**src/hdl/pin9_mux_pkg.sv**
```systemverilog
// Purpose: Constants and carrier types for the port 9 pin function select block
// Assumes: 16-pin port; selection bits come from configuration ports
// Notes: Function codes pair the extension bit (msb) with the select bit (lsb)
package pin9_mux_pkg;

  // ----------------------------------------------------------------
  // Widths and reset values
  // ----------------------------------------------------------------
  localparam int PORT_W = 16;
  localparam logic [15:0] MODE_RST = 16'hFFFF;
  localparam logic [15:0] FUNC_RST = 16'h0000;
  localparam logic [15:0] EXT_RST = 16'h0000;
  localparam logic [15:0] PORT_OUT_RST = 16'h0000;
  localparam logic [15:0] PORT_OE_RST = 16'h0000;

  // ----------------------------------------------------------------
  // Pin positions
  // ----------------------------------------------------------------
  localparam int PIN0 = 0;
  localparam int PIN1 = 1;
  localparam int PIN7 = 7;
  localparam int PIN8 = 8;
  localparam int PIN9 = 9;
  localparam int PIN10 = 10;
  localparam int PIN11 = 11;
  localparam int PIN12 = 12;
  localparam int PIN13 = 13;
  localparam int PIN14 = 14;
  localparam int PIN15 = 15;

  // ----------------------------------------------------------------
  // Function codes {extension, select}
  // ----------------------------------------------------------------
  localparam logic [1:0] FN_PROHIBIT = 2'h0;
  localparam logic [1:0] FN_A = 2'h1;
  localparam logic [1:0] FN_B = 2'h2;
  localparam logic [1:0] FN_C = 2'h3;

  // Signals driven by on-chip peripherals toward the pins
  typedef struct packed {
    logic timer5_out_0;
    logic timer5_out_1;
    logic timer2_out_0;
    logic csi1_serial_out;
    logic csi3_serial_out;
    logic uart1_transmit_out;
    logic csi3_serial_clock_o;
    logic csi3_serial_clock_oe;
    logic csi1_serial_clock_o;
    logic csi1_serial_clock_oe;
    logic twowire2_clock_line_oe;
    logic twowire2_data_line_oe;
  } periph_out_s;

  // Signals delivered from the pins to on-chip peripherals
  typedef struct packed {
    logic ext_irq_in_6;
    logic ext_irq_in_5;
    logic ext_irq_in_4;
    logic timer5_capture_in_0;
    logic timer5_capture_in_1;
    logic timer2_capture_in_0;
    logic csi1_serial_in;
    logic csi3_serial_in;
    logic csi3_serial_clock_i;
    logic csi1_serial_clock_i;
    logic key_return_in_7;
    logic key_return_in_6;
    logic uart1_receive_in;
    logic twowire2_clock_line_i;
    logic twowire2_data_line_i;
  } periph_in_s;

endpackage

```
**src/hdl/port9_pin_function_select.sv**
```systemverilog
// Purpose: Port 9 pin multiplexer between port I/O and alternate functions
// Assumes: Selection bits are static after configuration; one clock domain
// Notes: Prohibited codes leave the pin undriven and feed peripherals a zero
`timescale 1ns/1ps
`default_nettype none
// Functional notes
// - Mode bit 0 port, 1 alternate
// - Pin 15: irq6, timer5 cap0, timer5 out0
// - Pin 14: irq5, timer5 cap1, timer5 out1
// - Pin 13: bit 1 gives irq4
// - Pin 12: bit 1 gives csi3 clock
// - Pin 7 offers three alternate functions
// - Pin 1: key7, uart1 rx, twowire2 clock
// - Pin 0: key6, uart1 tx, twowire2 data
// - Pin 7 code map: csi1 in, timer2
// - Pin 10: bit 1 gives csi3 data in
// - Pin 9: bit 1 gives csi1 clock
// - Pin 8: bit 1 gives csi1 data out
module port9_pin_function_select
  import pin9_mux_pkg::*;
(
  input wire logic i_mclk,
  input wire logic i_rstn,
  input wire logic [15:0] i_port9_pin_mode_bit,
  input wire logic [15:0] i_port9_func_extension_bit,
  input wire logic [15:0] i_port9_func_select_bit,
  input wire logic [15:0] i_port_out,
  input wire logic [15:0] i_port_oe,
  input wire pin9_mux_pkg::periph_out_s i_periph,
  input wire logic [15:0] i_pin,
  output logic [15:0] o_pin,
  output logic [15:0] o_pin_oe,
  output logic [15:0] o_port_in,
  output pin9_mux_pkg::periph_in_s o_periph,
  output logic [15:0] o_prohibited
);
  import pin9_mux_pkg::*;

  // ----------------------------------------------------------------
  // Reset release and pin synchronisation
  // ----------------------------------------------------------------
  logic rst_meta_q;
  logic rst_meta_d;
  logic rstn_q;
  logic rstn_d;

  // Assertion is immediate; release waits two edges so no flop leaves reset mid-cycle
  always_comb begin
    rst_meta_d = 1'b1;
    rstn_d = rst_meta_q;
  end

  always_ff @(posedge i_mclk or negedge i_rstn) begin
    if (!i_rstn) begin
      rst_meta_q <= 1'b0;
      rstn_q <= 1'b0;
    end else begin
      rst_meta_q <= rst_meta_d;
      rstn_q <= rstn_d;
    end
  end

  // Pads are asynchronous; nothing decodes them before the second flop
  logic [15:0] pin_s;

  pin9_sync #(.W(PORT_W)) u_sync (
    .i_mclk(i_mclk),
    .i_rstn(rstn_q),
    .i_async(i_pin),
    .o_sync(pin_s)
  );

  // ----------------------------------------------------------------
  // Selection decode
  // ----------------------------------------------------------------
  logic [15:0] alt;
  logic [1:0] code [PORT_W];

  genvar g;
  generate
    for (g = 0; g < PORT_W; g++) begin : g_code
      // Function bits only count while the pin is in alternate mode
      assign alt[g] = i_port9_pin_mode_bit[g];
      assign code[g] = alt[g] ? {i_port9_func_extension_bit[g], i_port9_func_select_bit[g]}
                              : FN_PROHIBIT;
    end
  endgenerate

  // ----------------------------------------------------------------
  // Next-value logic
  // ----------------------------------------------------------------
  logic [15:0] pin_d, pin_q;
  logic [15:0] oe_d, oe_q;
  logic [15:0] port_in_d, port_in_q;
  logic [15:0] bad_d, bad_q;
  periph_in_s per_d, per_q;

  always_comb begin
    // Port mode default: port logic owns every pin
    pin_d = i_port_out & ~alt;
    oe_d = i_port_oe & ~alt;
    port_in_d = pin_s;
    bad_d = 16'h0000;
    // Unselected peripheral inputs see 0, so an idle pad cannot fake an edge
    per_d = '0;

    // ------------------------------------------------------------
    // Three-function pins
    // ------------------------------------------------------------
    // Pin 15
    if (code[PIN15] == FN_A) begin
      per_d.ext_irq_in_6 = pin_s[PIN15];
    end else if (code[PIN15] == FN_B) begin
      per_d.timer5_capture_in_0 = pin_s[PIN15];
    end else if (code[PIN15] == FN_C) begin
      pin_d[PIN15] = i_periph.timer5_out_0;
      oe_d[PIN15] = 1'b1;
    end
    // Pin 14
    if (code[PIN14] == FN_A) begin
      per_d.ext_irq_in_5 = pin_s[PIN14];
    end else if (code[PIN14] == FN_B) begin
      per_d.timer5_capture_in_1 = pin_s[PIN14];
    end else if (code[PIN14] == FN_C) begin
      pin_d[PIN14] = i_periph.timer5_out_1;
      oe_d[PIN14] = 1'b1;
    end
    // Pin 7
    if (code[PIN7] == FN_A) begin
      per_d.csi1_serial_in = pin_s[PIN7];
    end else if (code[PIN7] == FN_B) begin
      per_d.timer2_capture_in_0 = pin_s[PIN7];
    end else if (code[PIN7] == FN_C) begin
      pin_d[PIN7] = i_periph.timer2_out_0;
      oe_d[PIN7] = 1'b1;
    end
    // ------------------------------------------------------------
    // Shared serial pins
    // ------------------------------------------------------------
    // Pin 1: key return listens whenever alternate mode is on
    if (alt[PIN1]) begin
      per_d.key_return_in_7 = pin_s[PIN1];
      per_d.uart1_receive_in = pin_s[PIN1];
      per_d.twowire2_clock_line_i = pin_s[PIN1];
      pin_d[PIN1] = 1'b0;
      oe_d[PIN1] = i_periph.twowire2_clock_line_oe;
    end
    // Pin 0: open-drain data wins over uart transmit while it pulls low
    if (alt[PIN0]) begin
      per_d.key_return_in_6 = pin_s[PIN0];
      per_d.twowire2_data_line_i = pin_s[PIN0];
      pin_d[PIN0] = i_periph.twowire2_data_line_oe ? 1'b0 : i_periph.uart1_transmit_out;
      oe_d[PIN0] = 1'b1;
    end
    // ------------------------------------------------------------
    // Single-function pins
    // ------------------------------------------------------------
    // Single-bit pins: extension bit is a don't-care
    if (alt[PIN13] && i_port9_func_select_bit[PIN13]) begin
      per_d.ext_irq_in_4 = pin_s[PIN13];
    end
    if (alt[PIN12] && i_port9_func_select_bit[PIN12]) begin
      per_d.csi3_serial_clock_i = pin_s[PIN12];
      pin_d[PIN12] = i_periph.csi3_serial_clock_o;
      oe_d[PIN12] = i_periph.csi3_serial_clock_oe;
    end
    if (alt[PIN11] && i_port9_func_select_bit[PIN11]) begin
      pin_d[PIN11] = i_periph.csi3_serial_out;
      oe_d[PIN11] = 1'b1;
    end
    if (alt[PIN10] && i_port9_func_select_bit[PIN10]) begin
      per_d.csi3_serial_in = pin_s[PIN10];
    end
    if (alt[PIN9] && i_port9_func_select_bit[PIN9]) begin
      per_d.csi1_serial_clock_i = pin_s[PIN9];
      pin_d[PIN9] = i_periph.csi1_serial_clock_o;
      oe_d[PIN9] = i_periph.csi1_serial_clock_oe;
    end
    if (alt[PIN8] && i_port9_func_select_bit[PIN8]) begin
      pin_d[PIN8] = i_periph.csi1_serial_out;
      oe_d[PIN8] = 1'b1;
    end

    // ------------------------------------------------------------
    // Prohibited codes
    // ------------------------------------------------------------
    // Flag prohibited codes so software misuse is visible
    bad_d[PIN15] = alt[PIN15] && (code[PIN15] == FN_PROHIBIT);
    bad_d[PIN14] = alt[PIN14] && (code[PIN14] == FN_PROHIBIT);
    bad_d[PIN7] = alt[PIN7] && (code[PIN7] == FN_PROHIBIT);
    bad_d[PIN13] = alt[PIN13] && !i_port9_func_select_bit[PIN13];
    bad_d[PIN12] = alt[PIN12] && !i_port9_func_select_bit[PIN12];
    bad_d[PIN11] = alt[PIN11] && !i_port9_func_select_bit[PIN11];
    bad_d[PIN10] = alt[PIN10] && !i_port9_func_select_bit[PIN10];
    bad_d[PIN9] = alt[PIN9] && !i_port9_func_select_bit[PIN9];
    bad_d[PIN8] = alt[PIN8] && !i_port9_func_select_bit[PIN8];
  end

  // ----------------------------------------------------------------
  // Output registers
  // ----------------------------------------------------------------
  // Every output is a flop, so pad timing does not depend on decode depth
  always_ff @(posedge i_mclk or negedge rstn_q) begin
    if (!rstn_q) begin
      pin_q <= PORT_OUT_RST;
      oe_q <= PORT_OE_RST;
      port_in_q <= 16'h0000;
      bad_q <= 16'h0000;
      per_q <= '0;
    end else begin
      pin_q <= pin_d;
      oe_q <= oe_d;
      port_in_q <= port_in_d;
      bad_q <= bad_d;
      per_q <= per_d;
    end
  end

  assign o_pin = pin_q;
  assign o_pin_oe = oe_q;
  assign o_port_in = port_in_q;
  assign o_periph = per_q;
  assign o_prohibited = bad_q;
endmodule
`default_nettype wire

```
**src/hdl/pin9_sync.sv**
```systemverilog
// Purpose: Two-flop synchroniser for a vector of pin levels
// Assumes: Inputs are asynchronous to i_mclk
// Notes: First stage is read only by the second stage
`timescale 1ns/1ps
`default_nettype none
module pin9_sync #(
  parameter int W = 16
) (
  input wire logic i_mclk,
  input wire logic i_rstn,
  input wire logic [W-1:0] i_async,
  output logic [W-1:0] o_sync
);
  logic [W-1:0] meta_q;
  logic [W-1:0] sync_q;

  always_ff @(posedge i_mclk or negedge i_rstn) begin
    if (!i_rstn) begin
      meta_q <= '0;
      sync_q <= '0;
    end else begin
      meta_q <= i_async;
      sync_q <= meta_q;
    end
  end

  assign o_sync = sync_q;
endmodule
`default_nettype wire

```
**config.mk**
```make
export PLATFORM = sky130hd
export DESIGN_NAME = port9_pin_function_select
export DESIGN_NICKNAME = d
export VERILOG_FILES = /design/src/hdl/pin9_mux_pkg.sv /design/src/hdl/port9_pin_function_select.sv /design/src/hdl/pin9_sync.sv
export SDC_FILE = /design/constraint.sdc
export NUM_CORES = 1
export LEC_CHECK = 0
export ABC_AREA = 1
export BUFFER_PORTS_ARGS = -buffer_cell sky130_fd_sc_hd__buf_4
export CAP_MARGIN = 40
export CORE_ASPECT_RATIO = 0.75
export CORE_MARGIN = 2
export CORE_UTILIZATION = 48
export CTS_BUF_LIST = sky130_fd_sc_hd__clkbuf_4
export CTS_CLUSTER_SIZE = 12
export DETAILED_ROUTE_END_ITERATION = 10
export MAX_ROUTING_LAYER = met4
export PLACE_DENSITY = 0.92
export SYNTH_ARGS = -nofsm -noshare
export SYNTH_HDL_FRONTEND = slang
export SYNTH_SLANG_ARGS = --single-unit
```
**constraint.sdc**
```tcl
create_clock -name i_mclk -period 6.2 [get_ports i_mclk]
set_input_delay 1.55 -clock i_mclk [delete_from_list [all_inputs] [get_ports i_mclk]]
set_output_delay 1.55 -clock i_mclk [all_outputs]
set_load 0.005 [all_outputs]
```
==> summary.txt, run 1 <==
register area -> 2581 µm²
Pre-Repair DR Iteration Count -> 3
chip width -> 97.59 µm
Switch Pwr -> 265.1 µW
Pwr per Cell Area -> 271.0 nW/µm²
post-synthesis register bit count -> 103
Root Driver -> clkbuf_4
antenna violations before repair -> 0
DP Worst Slack -> 4.117 ns
first-pass GRT wire length -> 9694 µm
Antenna Nets Post-Route -> 0
post-DR vias/cell -> 4.379
deepest clock path buffer count -> 2
Crit path max-delay family -> flip-flops
VDD IR-drop max -> 0.1529 mV
# hold bufs at CTS -> 0
drt total wl -> 6128 µm
status -> finished, final reports clean
gr usage total -> 0.1835
leading area contributor after synthesis -> dfrtp_1
fin crit period -> 2.532 ns
overall power -> 1.249 mW
post-cts repair resize count -> 0
internal reg-to-reg setup slack -> 4.75 ns
DPL Wire Length -> 4787 µm
RSZ-0062 raised after global routing -> false
vias in the first global route -> 2177
placer congestion estimate -> 0.7487
final worst path period share -> 0.4084
worst-margin pin slew -> 0.7809 ns
Clock Sinks -> 103
Max Fclk -> 394.9 MHz
die area -> 7240 µm²
Final #Nets -> 512
largest net degree at the start of global routing -> 65
worst rel slew slack -> 0.4794
Remaining Overflow, GRT -> 0
Critical path buffers and inverters -> 1
WP data required -> 4.65 ns
I/O Pins -> 189
placed insts -> 472
clk_lat worst skew -> 0.42 ns
Worst R2R Start -> rstn_q$_DFF_PN0_
Int Power -> 983.7 µW
switch share -> 0.2123
filler cell count -> 464
Clock Power Share -> 0.327
Final Hold Viols -> 0
critical path launch point type -> register
Post-synth ARST share -> 1.000
DRT iter0 DRCs -> 19
Combinational Power Share -> 0.096
Yosys Warn Count -> 0
routed vias -> 2137
top cells by count, synth -> 103 x dfrtp_1, 33 x inv_1, 30 x nand2_1, 26 x nor2_1, 10 x buf_4
Mean Syn Cell Area -> 13.53 µm²
CTS tree -> yes
remaining routing DRC violations -> 0
Seq pwr share -> 0.577
Core ar. -> 6319 µm²
site row count -> 25
antenna cells -> 0
Worst Clk Skew -> 0.01100 ns
Synth-to-Final Area Change -> 46.15%
routed len/inst -> 12.56 µm
CTS Buf Count -> 9
Setup CP Type -> register to output port
fin. max-slew vios -> 0
Arr. time, crit path -> 0.98 ns
CP max FO -> 2
Worst Slack Setup Final -> 3.668 ns
Reg clk slew, reported paths -> 0.15 ns
number of synthesized flops with an enable pin -> 0
share of post-route cells with drive strength above 1 -> 0.4447
CP max stage cell -> dfrtp_1
H-tree levels -> 3
reg2reg end -> o_port_in[6]$_DFF_PN0_
cells after synthesis -> 233
initial core utilization -> 0.4990
fin cells -> 488
I/O Buffers -> 161
setup violators final -> 0
Seq/Total Area, Yosys -> 0.8175
Die Y -> 74.19 µm
crit-path cells -> buf_4
post-CTS setup buffers -> 0
Area contributors post-synth -> dfrtp_1 82%, inv_1 3.9%, nand2_1 3.6%
Unique masters post-synth -> 15
Pleak -> 2.557 nW
dominant cell by count in the synthesized netlist -> dfrtp_1
synthesized area -> 3153 µm²
Hold Crit Class -> register to asynchronous set/reset pin
multi-input logic area -> 395.4 µm²
CP startpoint -> o_periph[0]$_DFF_PN0_
Critical Path End Type -> output port
Maximum Capacitance Violations -> 0
setup TNS -> 0 ns
prevailing post-synth register cell -> dfrtp_1
top cell type's share of synthesized area -> 0.8175
CP max stage delay -> 0.42 ns
Reg2Reg Depth -> 1
power by group through the flow:
stage	logic [mW]	clock network, mW	registers (mW)
floorplan	0.0230	0	0.740
global placement	0.117	0	0.733
detailed placement	0.121	0	0.735
CTS	0.122	0.425	0.722
global route	0.132	0.450	0.726
finish	0.120	0.409	0.721
layer usage:
| metal | GRT usage | up-vias | routed length (µm) |
|---|---|---|---|
| li1 | - | 1031 | - |
| met1 | 0.1955 | 990 | 2191 |
| met2 | 0.3203 | 112 | 3329 |
| met3 | 0.06861 | 4 | 567 |
| met4 | 0.06790 | 0 | 40 |
| met5 | - | - | 0 |
flip-flops by register name, indices dropped and copies added (netlist names):
register       flops
o_periph          12
u_sync.meta_q     16
o_port_in         16
rstn_q             1
rst_meta_q         1
u_sync.o_sync     16
o_pin_oe          16
o_pin             16
o_prohibited       9
how the worst max path moves through the flow:
stage	end	slack, ns	cells after the start
2_1_floorplan	o_periph[0]$_DFF_PN0_	3.12	0
3_3_place_gp	o_pin_oe[0]$_DFF_PN0_	4.12	2
3_5_place_dp	o_pin_oe[0]$_DFF_PN0_	4.12	2
4_1_cts	o_periph[3]	3.62	1
5_1_grt	o_periph[3]	3.58	1
6_report	o_periph[3]	3.67	1
final cells by class:
class,count,share of cell area
clock buffer,9,0.01466
multi-input combinational,92,0.08580
inverter,34,0.02769
timing repair buffer,162,0.2639
sequential,103,0.5601
tap,81,0.02199
clock inverter,7,0.02579
logic make-up after synthesis:
kind of cell / share of synthesized area
AOI/OAI and AO/OA: 0.007935
other: 0.002382
buffers and inverters: 0.06428
and+or+nand+nor: 0.1079
DFF: 0.8175
metrics by stage:
| stage | area (µm²) | utilization | hold slack [ns] |
|---|---|---|---|
| after floorplan | 3176 | - | 0.3312 |
| after global placement | 4422 | 0.6998 | 0.2993 |
| after detailed placement | 4422 | 0.6998 | 0.3060 |
| after CTS | 4608 | 0.7293 | 0.3118 |
| after global routing | 4608 | 0.7293 | 0.3422 |
| final | 4608 | 0.7293 | 0.2915 |
layout by cell type, fill, tap and decap left out, drive strengths merged:
cell type / Yosys / final
and3: 4 / 4
buf: 10 / 162
bufinv: 0 / 3
clkbuf: 0 / 9
clkinv: 0 / 2
clkinvlp: 0 / 1
conb: 2 / 8
dfrtp: 103 / 103
inv: 34 / 35
nand2: 30 / 30
nand3: 7 / 7
nand4: 3 / 3
nor2: 26 / 26
nor3: 8 / 8
o21ai: 5 / 5
or2: 1 / 1
(Power assumes the default switching activity.)
==> inputs of run 2 (changes only) <==
CORE_UTILIZATION = 44   (was 48)
PLACE_DENSITY = 0.86   (was 0.92)
clock period = 2.4 ns   (was 6.2 ns; I/O delays follow)
==> summary.txt, run 2 (same netlist as run 1, synthesis figures left out) <==
Hold Crit Class -> register to asynchronous set/reset pin
antenna cells -> 0 (unchanged)
I/O Pins -> 189 (unchanged)
RSZ-0062 raised after global routing -> false
initial core utilization -> 0.4594 (-0.03966)
Pwr per Cell Area -> 655.2 nW/µm² (+140%)
placer congestion estimate -> 0.7299 (-2.5%)
CP max stage cell -> dfrtp_1
Synth-to-Final Area Change -> 46.43%
Setup CP Type -> register to output port
setup TNS -> 0 ns (unchanged)
VDD IR-drop max -> 0.4441 mV (+190%)
clk_lat worst skew -> 0.42 ns (about the same)
internal reg-to-reg setup slack -> 1.50 ns (-3.25 ns)
Remaining Overflow, GRT -> 0 (unchanged)
Final Hold Viols -> 0 (unchanged)
share of post-route cells with drive strength above 1 -> 0.4474 (+0.002715)
I/O Buffers -> 161 (unchanged)
fin cells -> 507 (+3.9%)
Antenna Nets Post-Route -> 0 (unchanged)
Arr. time, crit path -> 0.98 ns (about the same)
CP max FO -> 3 (+1)
Reg clk slew, reported paths -> 0.15 ns (about the same)
die area -> 7866 µm² (+8.6%)
first-pass GRT wire length -> 9225 µm (-4.8%)
gr usage total -> 0.1600 (-0.02355)
critical path launch point type -> register
status -> finished, final reports clean
Die Y -> 77.31 µm (+4.2%)
post-cts repair resize count -> 0 (unchanged)
Max Fclk -> 632.4 MHz
Worst Clk Skew -> 0.009541 ns (-0.001459 ns)
Critical path buffers and inverters -> 1 (unchanged)
post-DR vias/cell -> 4.243 (-3.1%)
Final Instance Area -> 4617 µm² (+0.19%)
setup violators final -> 0 (unchanged)
Critical Path End Type -> output port
overall power -> 3.025 mW (+140%)
fin crit period -> 1.581 ns
# hold bufs at CTS -> 1 (+1)
CTS Buf Count -> 9 (unchanged)
DPL Wire Length -> 4629 µm (-3.3%)
dpl cell area -> 4463 µm² (+0.93%)
routed vias -> 2151 (+0.66%)
CTS tree -> yes
site row count -> 26 (+4.0%)
Final #Nets -> 514 (+0.39%)
deepest clock path buffer count -> 2 (unchanged)
commonest non-fill, non-tap cell in the layout -> buf_4
Crit path max-delay family -> flip-flops
placed insts -> 490 (+3.8%)
DRT iter0 DRCs -> 44 (+25)
routed len/inst -> 11.60 µm (-7.6%)
Pleak -> 2.542 nW (-0.60%)
fin. max-slew vios -> 0 (unchanged)
WP data required -> 1.80 ns (-2.85 ns)
Post-Route Utilization -> 0.6726 (-0.05669)
H-tree levels -> 3 (unchanged)
largest net degree at the start of global routing -> 50 (-23%)
highest-count cells in the layout ignoring fill and taps -> 162 x buf_4, 102 x dfrtp_1, 33 x inv_1
chip width -> 101.7 µm (+4.3%)
Maximum Capacitance Violations -> 0 (unchanged)
Fin Hold WS -> 0.2117 ns (-0.07980 ns)
remaining routing DRC violations -> 0 (unchanged)
antenna violations before repair -> 0 (unchanged)
Pre-Repair DR Iteration Count -> 4 (+1)
Clock Sinks -> 103 (unchanged)
Core ar. -> 6864 µm² (+8.6%)
DP Worst Slack -> 1.257 ns (-2.860 ns)
final worst path period share -> 0.6589
vias in the first global route -> 2069 (-5.0%)
drt total wl -> 5881 µm (-4.0%)
crit-path cells -> buf_4
CP max stage delay -> 0.42 ns (about the same)
Worst Slack Setup Final -> 0.8186 ns (-2.849 ns)
Root Driver -> clkbuf_4
post-CTS setup buffers -> 0 (unchanged)
==> run 2: metal layers <==
metal  track usage  part of all wire  up-vias
li1              -                 -     1025
met1        0.1767              0.37      994
met2        0.2599              0.50      120
met3       0.06016              0.10       12
met4       0.06622             0.019        0
met5             -                 0        -
==> run 2: area by class of cell <==
class | count | area, µm²
Inverter | 34 | 127.6
Timing Repair Buffer | 164 | 1246
Sequential cell | 103 | 2581
Clock inverter | 6 | 68.82
Fill cell | 500 | 2247
Multi-Input combinational cell | 92 | 395.4
Clock buffer | 10 | 75.07
Tap cell | 98 | 122.6
==> run 2: path summary, 6_finish.rpt <==
check / cells after the start / endpoint / startpoint
max in group asynchronous: 1 / u_sync.o_sync[12]$_DFF_PN0_ / rstn_q$_DFF_PN0_
worst max-delay path: 1 / o_periph[2] / o_periph[4]$_DFF_PN0_
worst min-delay path: 0 / o_prohibited[11]$_DFF_PN0_ / rstn_q$_DFF_PN0_
worst min register to register: 0 / o_prohibited[11]$_DFF_PN0_ / rstn_q$_DFF_PN0_
worst max register to register: 1 / u_sync.o_sync[12]$_DFF_PN0_ / rstn_q$_DFF_PN0_
min in group i_mclk: 1 / u_sync.meta_q[1]$_DFF_PN0_ / i_pin[1]
==> run 2: report_power, final <==
part	switching [mW]	leakage (nW)	total, mW	internal, mW
clock network	0.519	0.0653	0.851	0.333
logic	0.126	1.21	0.318	0.192
registers	0.0318	1.26	1.86	1.82
total	0.677	2.54	3.03	2.35
==> inputs of run 3 (changes only) <==
ABC_AREA = 0   (was 1)
clock period = 1.6 ns   (was 2.4 ns; I/O delays follow)
==> summary.txt, run 3 <==
Setup CP Type -> register to output port
CP max stage cell -> dfrtp_1
die area -> 7884 µm² (+0.23%)
Post-Synth Adder-Cell Area -> 0 (unchanged)
CTS Buf Count -> 9 (unchanged)
synthesized area -> 3161 µm² (+0.24%)
Root Driver -> clkbuf_4
Unique masters post-synth -> 17 (+2)
Reg clk slew, reported paths -> 0.16 ns (about the same)
routed vias -> 2127 (-1.1%)
post-synthesis simple-gate area fraction -> 0.1077 (-0.0002564)
dominant cell by count in the synthesized netlist -> dfrtp_1
vias in the first global route -> 2193 (+6.0%)
final worst path period share -> 0.8822
placer congestion estimate -> 0.7225 (-1.0%)
cell depth of the worst hold path -> 1
multi-input logic area -> 481.7 µm² (+22%)
fin. max-slew vios -> 0 (unchanged)
deepest clock path buffer count -> 2 (unchanged)
Final Instance Area -> 4634 µm² (+0.38%)
min-delay src -> i_pin[14]
Clock Sinks -> 103 (unchanged)
mux share of post-synthesis cell area -> 0.01425 (+0.01425)
Final Hold Viols -> 0 (unchanged)
Crit path max-delay family -> flip-flops
Antenna Nets Post-Route -> 0 (unchanged)
register area -> 2581 µm² (unchanged)
H-tree levels -> 3 (unchanged)
I/O Pins -> 189 (unchanged)
Hold EP -> u_sync.meta_q[14]$_DFF_PN0_
RSZ-0062 raised after global routing -> false
Seq/Total Area, Yosys -> 0.8155 (-0.001942)
antenna cells -> 0 (unchanged)
WP data required -> 1.20 ns (-0.60 ns)
clk_lat worst skew -> 0.44 ns (+0.02 ns)
fin crit period -> 1.412 ns
Maximum Capacitance Violations -> 0 (unchanged)
DRT iter0 DRCs -> 37 (-16%)
Remaining Overflow, GRT -> 0 (unchanged)
Area contributors post-synth -> dfrtp_1 82%, nor2b_1 4.2%, buf_4 2.4%
commonest non-fill, non-tap cell in the layout -> buf_4
dpl cell area -> 4471 µm² (+0.17%)
Max Fclk -> 708.4 MHz
VDD IR-drop max -> 0.5348 mV (+20%)
Final #Nets -> 477 (-7.2%)
prevailing post-synth register cell -> dfrtp_1
Core ar. -> 6897 µm² (+0.47%)
post-cts repair resize count -> 0 (unchanged)
Worst R2R Start -> rstn_q$_DFF_PN0_
Hold Crit Class -> input port to register
post-synthesis register bit count -> 103 (unchanged)
chip width -> 101.9 µm (+0.12%)
CP max FO -> 3 (unchanged)
drt total wl -> 6565 µm (+12%)
routed len/inst -> 13.97 µm (+20%)
cells after synthesis -> 194 (-17%)
Arr. time, crit path -> 1.01 ns (+0.03 ns)
worst rel slew slack -> 0.6295
top cells by count, synth -> 103 x dfrtp_1, 21 x nor2b_1, 13 x inv_1, 10 x buf_4, 9 x nand3_1
Mean Syn Cell Area -> 16.29 µm² (+20%)
largest family of logic cells by synthesized area -> simple AND/OR/NAND/NOR gates
top cell type's share of synthesized area -> 0.8155 (-0.001942)
CTS tree -> yes
highest-count cells in the layout ignoring fill and taps -> 162 x buf_4, 102 x dfrtp_1, 21 x nor2b_1
setup TNS -> 0 ns (unchanged)
Pre-Repair DR Iteration Count -> 4 (unchanged)
post-DR vias/cell -> 4.526 (+6.7%)
critical path launch point type -> register
filler cell count -> 492 (-1.6%)
Die Y -> 77.40 µm (+0.12%)
Worst Clk Skew -> 0.01656 ns (+0.007022 ns)
Pleak -> 2.427 nW (-4.5%)
reg2reg end -> o_pin_oe[5]$_DFF_PN0_
internal reg-to-reg setup slack -> 0.79 ns (-0.71 ns)
XOR/XNOR share of the synthesized area -> 0 (unchanged)
number of synthesized flops with an enable pin -> 0 (unchanged)
site row count -> 26 (unchanged)
worst-margin pin slew -> 0.5557 ns
status -> finished, final reports clean
Synth-to-Final Area Change -> 46.63%
I/O Buffers -> 161 (unchanged)
remaining routing DRC violations -> 0 (unchanged)
CP max stage delay -> 0.43 ns (about the same)
Synth Area in Compound Gates -> 0.02098 (+0.01305)
gr usage total -> 0.1777 (+0.01770)
setup violators final -> 0 (unchanged)
Reg2Reg Depth -> 1 (unchanged)
Yosys Warn Count -> 0 (unchanged)
largest net degree at the start of global routing -> 55 (+10%)
leading area contributor after synthesis -> dfrtp_1
first-pass GRT wire length -> 10050 µm (+8.9%)
antenna violations before repair -> 0 (unchanged)
Critical path buffers and inverters -> 1 (unchanged)
initial core utilization -> 0.4583 (-0.001078)
share of post-route cells with drive strength above 1 -> 0.5000 (+0.05257)
Pwr per Cell Area -> 971.2 nW/µm² (+48%)
crit-path cells -> buf_4
DPL Wire Length -> 5014 µm (+8.3%)
Critical Path End Type -> output port
Post-synth ARST share -> 1.000 (unchanged)
[run 3: cell types whose count changed after synthesis, moves of 2 or more]
cell	delta
nand2_1	-29
nor2b_1	+21
and4b_1	+6
o21ai_1	+3
nor2_1	-26
inv_1	-20
mux2_4	+3
and2_1	+2
nor3_1	-7
nand3_1	+2
o21ai_0	+4
nor3b_2	+3
[run 3: power breakdown]
group	leakage (nW)	internal, mW	total (mW)	switching [mW]
registers	1.26	2.74	2.78	0.0447
clock network	0.0716	0.355	1.22	0.869
logic	1.09	0.305	0.496	0.191
total	2.43	3.40	4.50	1.10
[run 3: layer usage]
layer  vias up  GRT usage  wire [µm]
li1        961          -          -
met1      1027     0.2078       2514
met2       127     0.2842       3244
met3        12    0.05766        689
met4         0    0.07467        117
met5         -          -          0
[run 3: how the worst max path moves through the flow]
stage          slack, ns                     from                    end  cells past startpoint
2_1_floorplan       0.48         rstn_q$_DFF_PN0_  o_periph[0]$_DFF_PN0_                      0
3_3_place_gp        0.66  i_port9_pin_mode_bit[1]  o_pin_oe[1]$_DFF_PN0_                      2
3_5_place_dp        0.66  i_port9_pin_mode_bit[1]  o_pin_oe[1]$_DFF_PN0_                      2
4_1_cts             0.15    o_periph[4]$_DFF_PN0_            o_periph[1]                      1
5_1_grt             0.12    o_periph[4]$_DFF_PN0_            o_periph[2]                      1
6_report            0.19    o_periph[4]$_DFF_PN0_            o_periph[1]                      1
[run 3: repair_timing]
item	in CTS	in global routing
hold endpoints to repair	2	2
buffers inserted	0	0
hold buffers	1	2
[run 3: cell type report]
class	instances	share of cell area
Clock buffer	9	0.01458
Timing Repair Buffer	166	0.2732
Inverter	13	0.01053
Multi-Input combinational cell	74	0.1039
Sequential cell	103	0.5570
Clock inverter	7	0.01431
Tap cell	98	0.02646
[run 3: cell families (layout without fill, tap and decap cells)]
family / after synthesis / in the layout
AO/OA/AOI/OAI: 13 / 13
multiplexers: 3 / 3
AND/OR/NAND/NOR: 50 / 50
flip-flops: 103 / 103
other: 2 / 8
buffers and inverters: 23 / 195
[run 3: through the flow]
stage / power (mW) / util / hold WS (ns) / instances / setup WS, ns
3_5_place_dp: 3.331 / 0.6482 / 0.1845 / 451 / 0.6585
6_report: 4.501 / 0.6720 / 0.05006 / 470 / 0.1884
3_3_place_gp: 3.303 / 0.6482 / 0.1830 / 451 / 0.6634
4_1_cts: 4.575 / 0.6691 / 0.01431 / 468 / 0.1513
2_1_floorplan: 2.955 / - / 0.1044 / 200 / 0.4751
5_1_grt: 4.744 / 0.6720 / 0.003486 / 470 / 0.1168
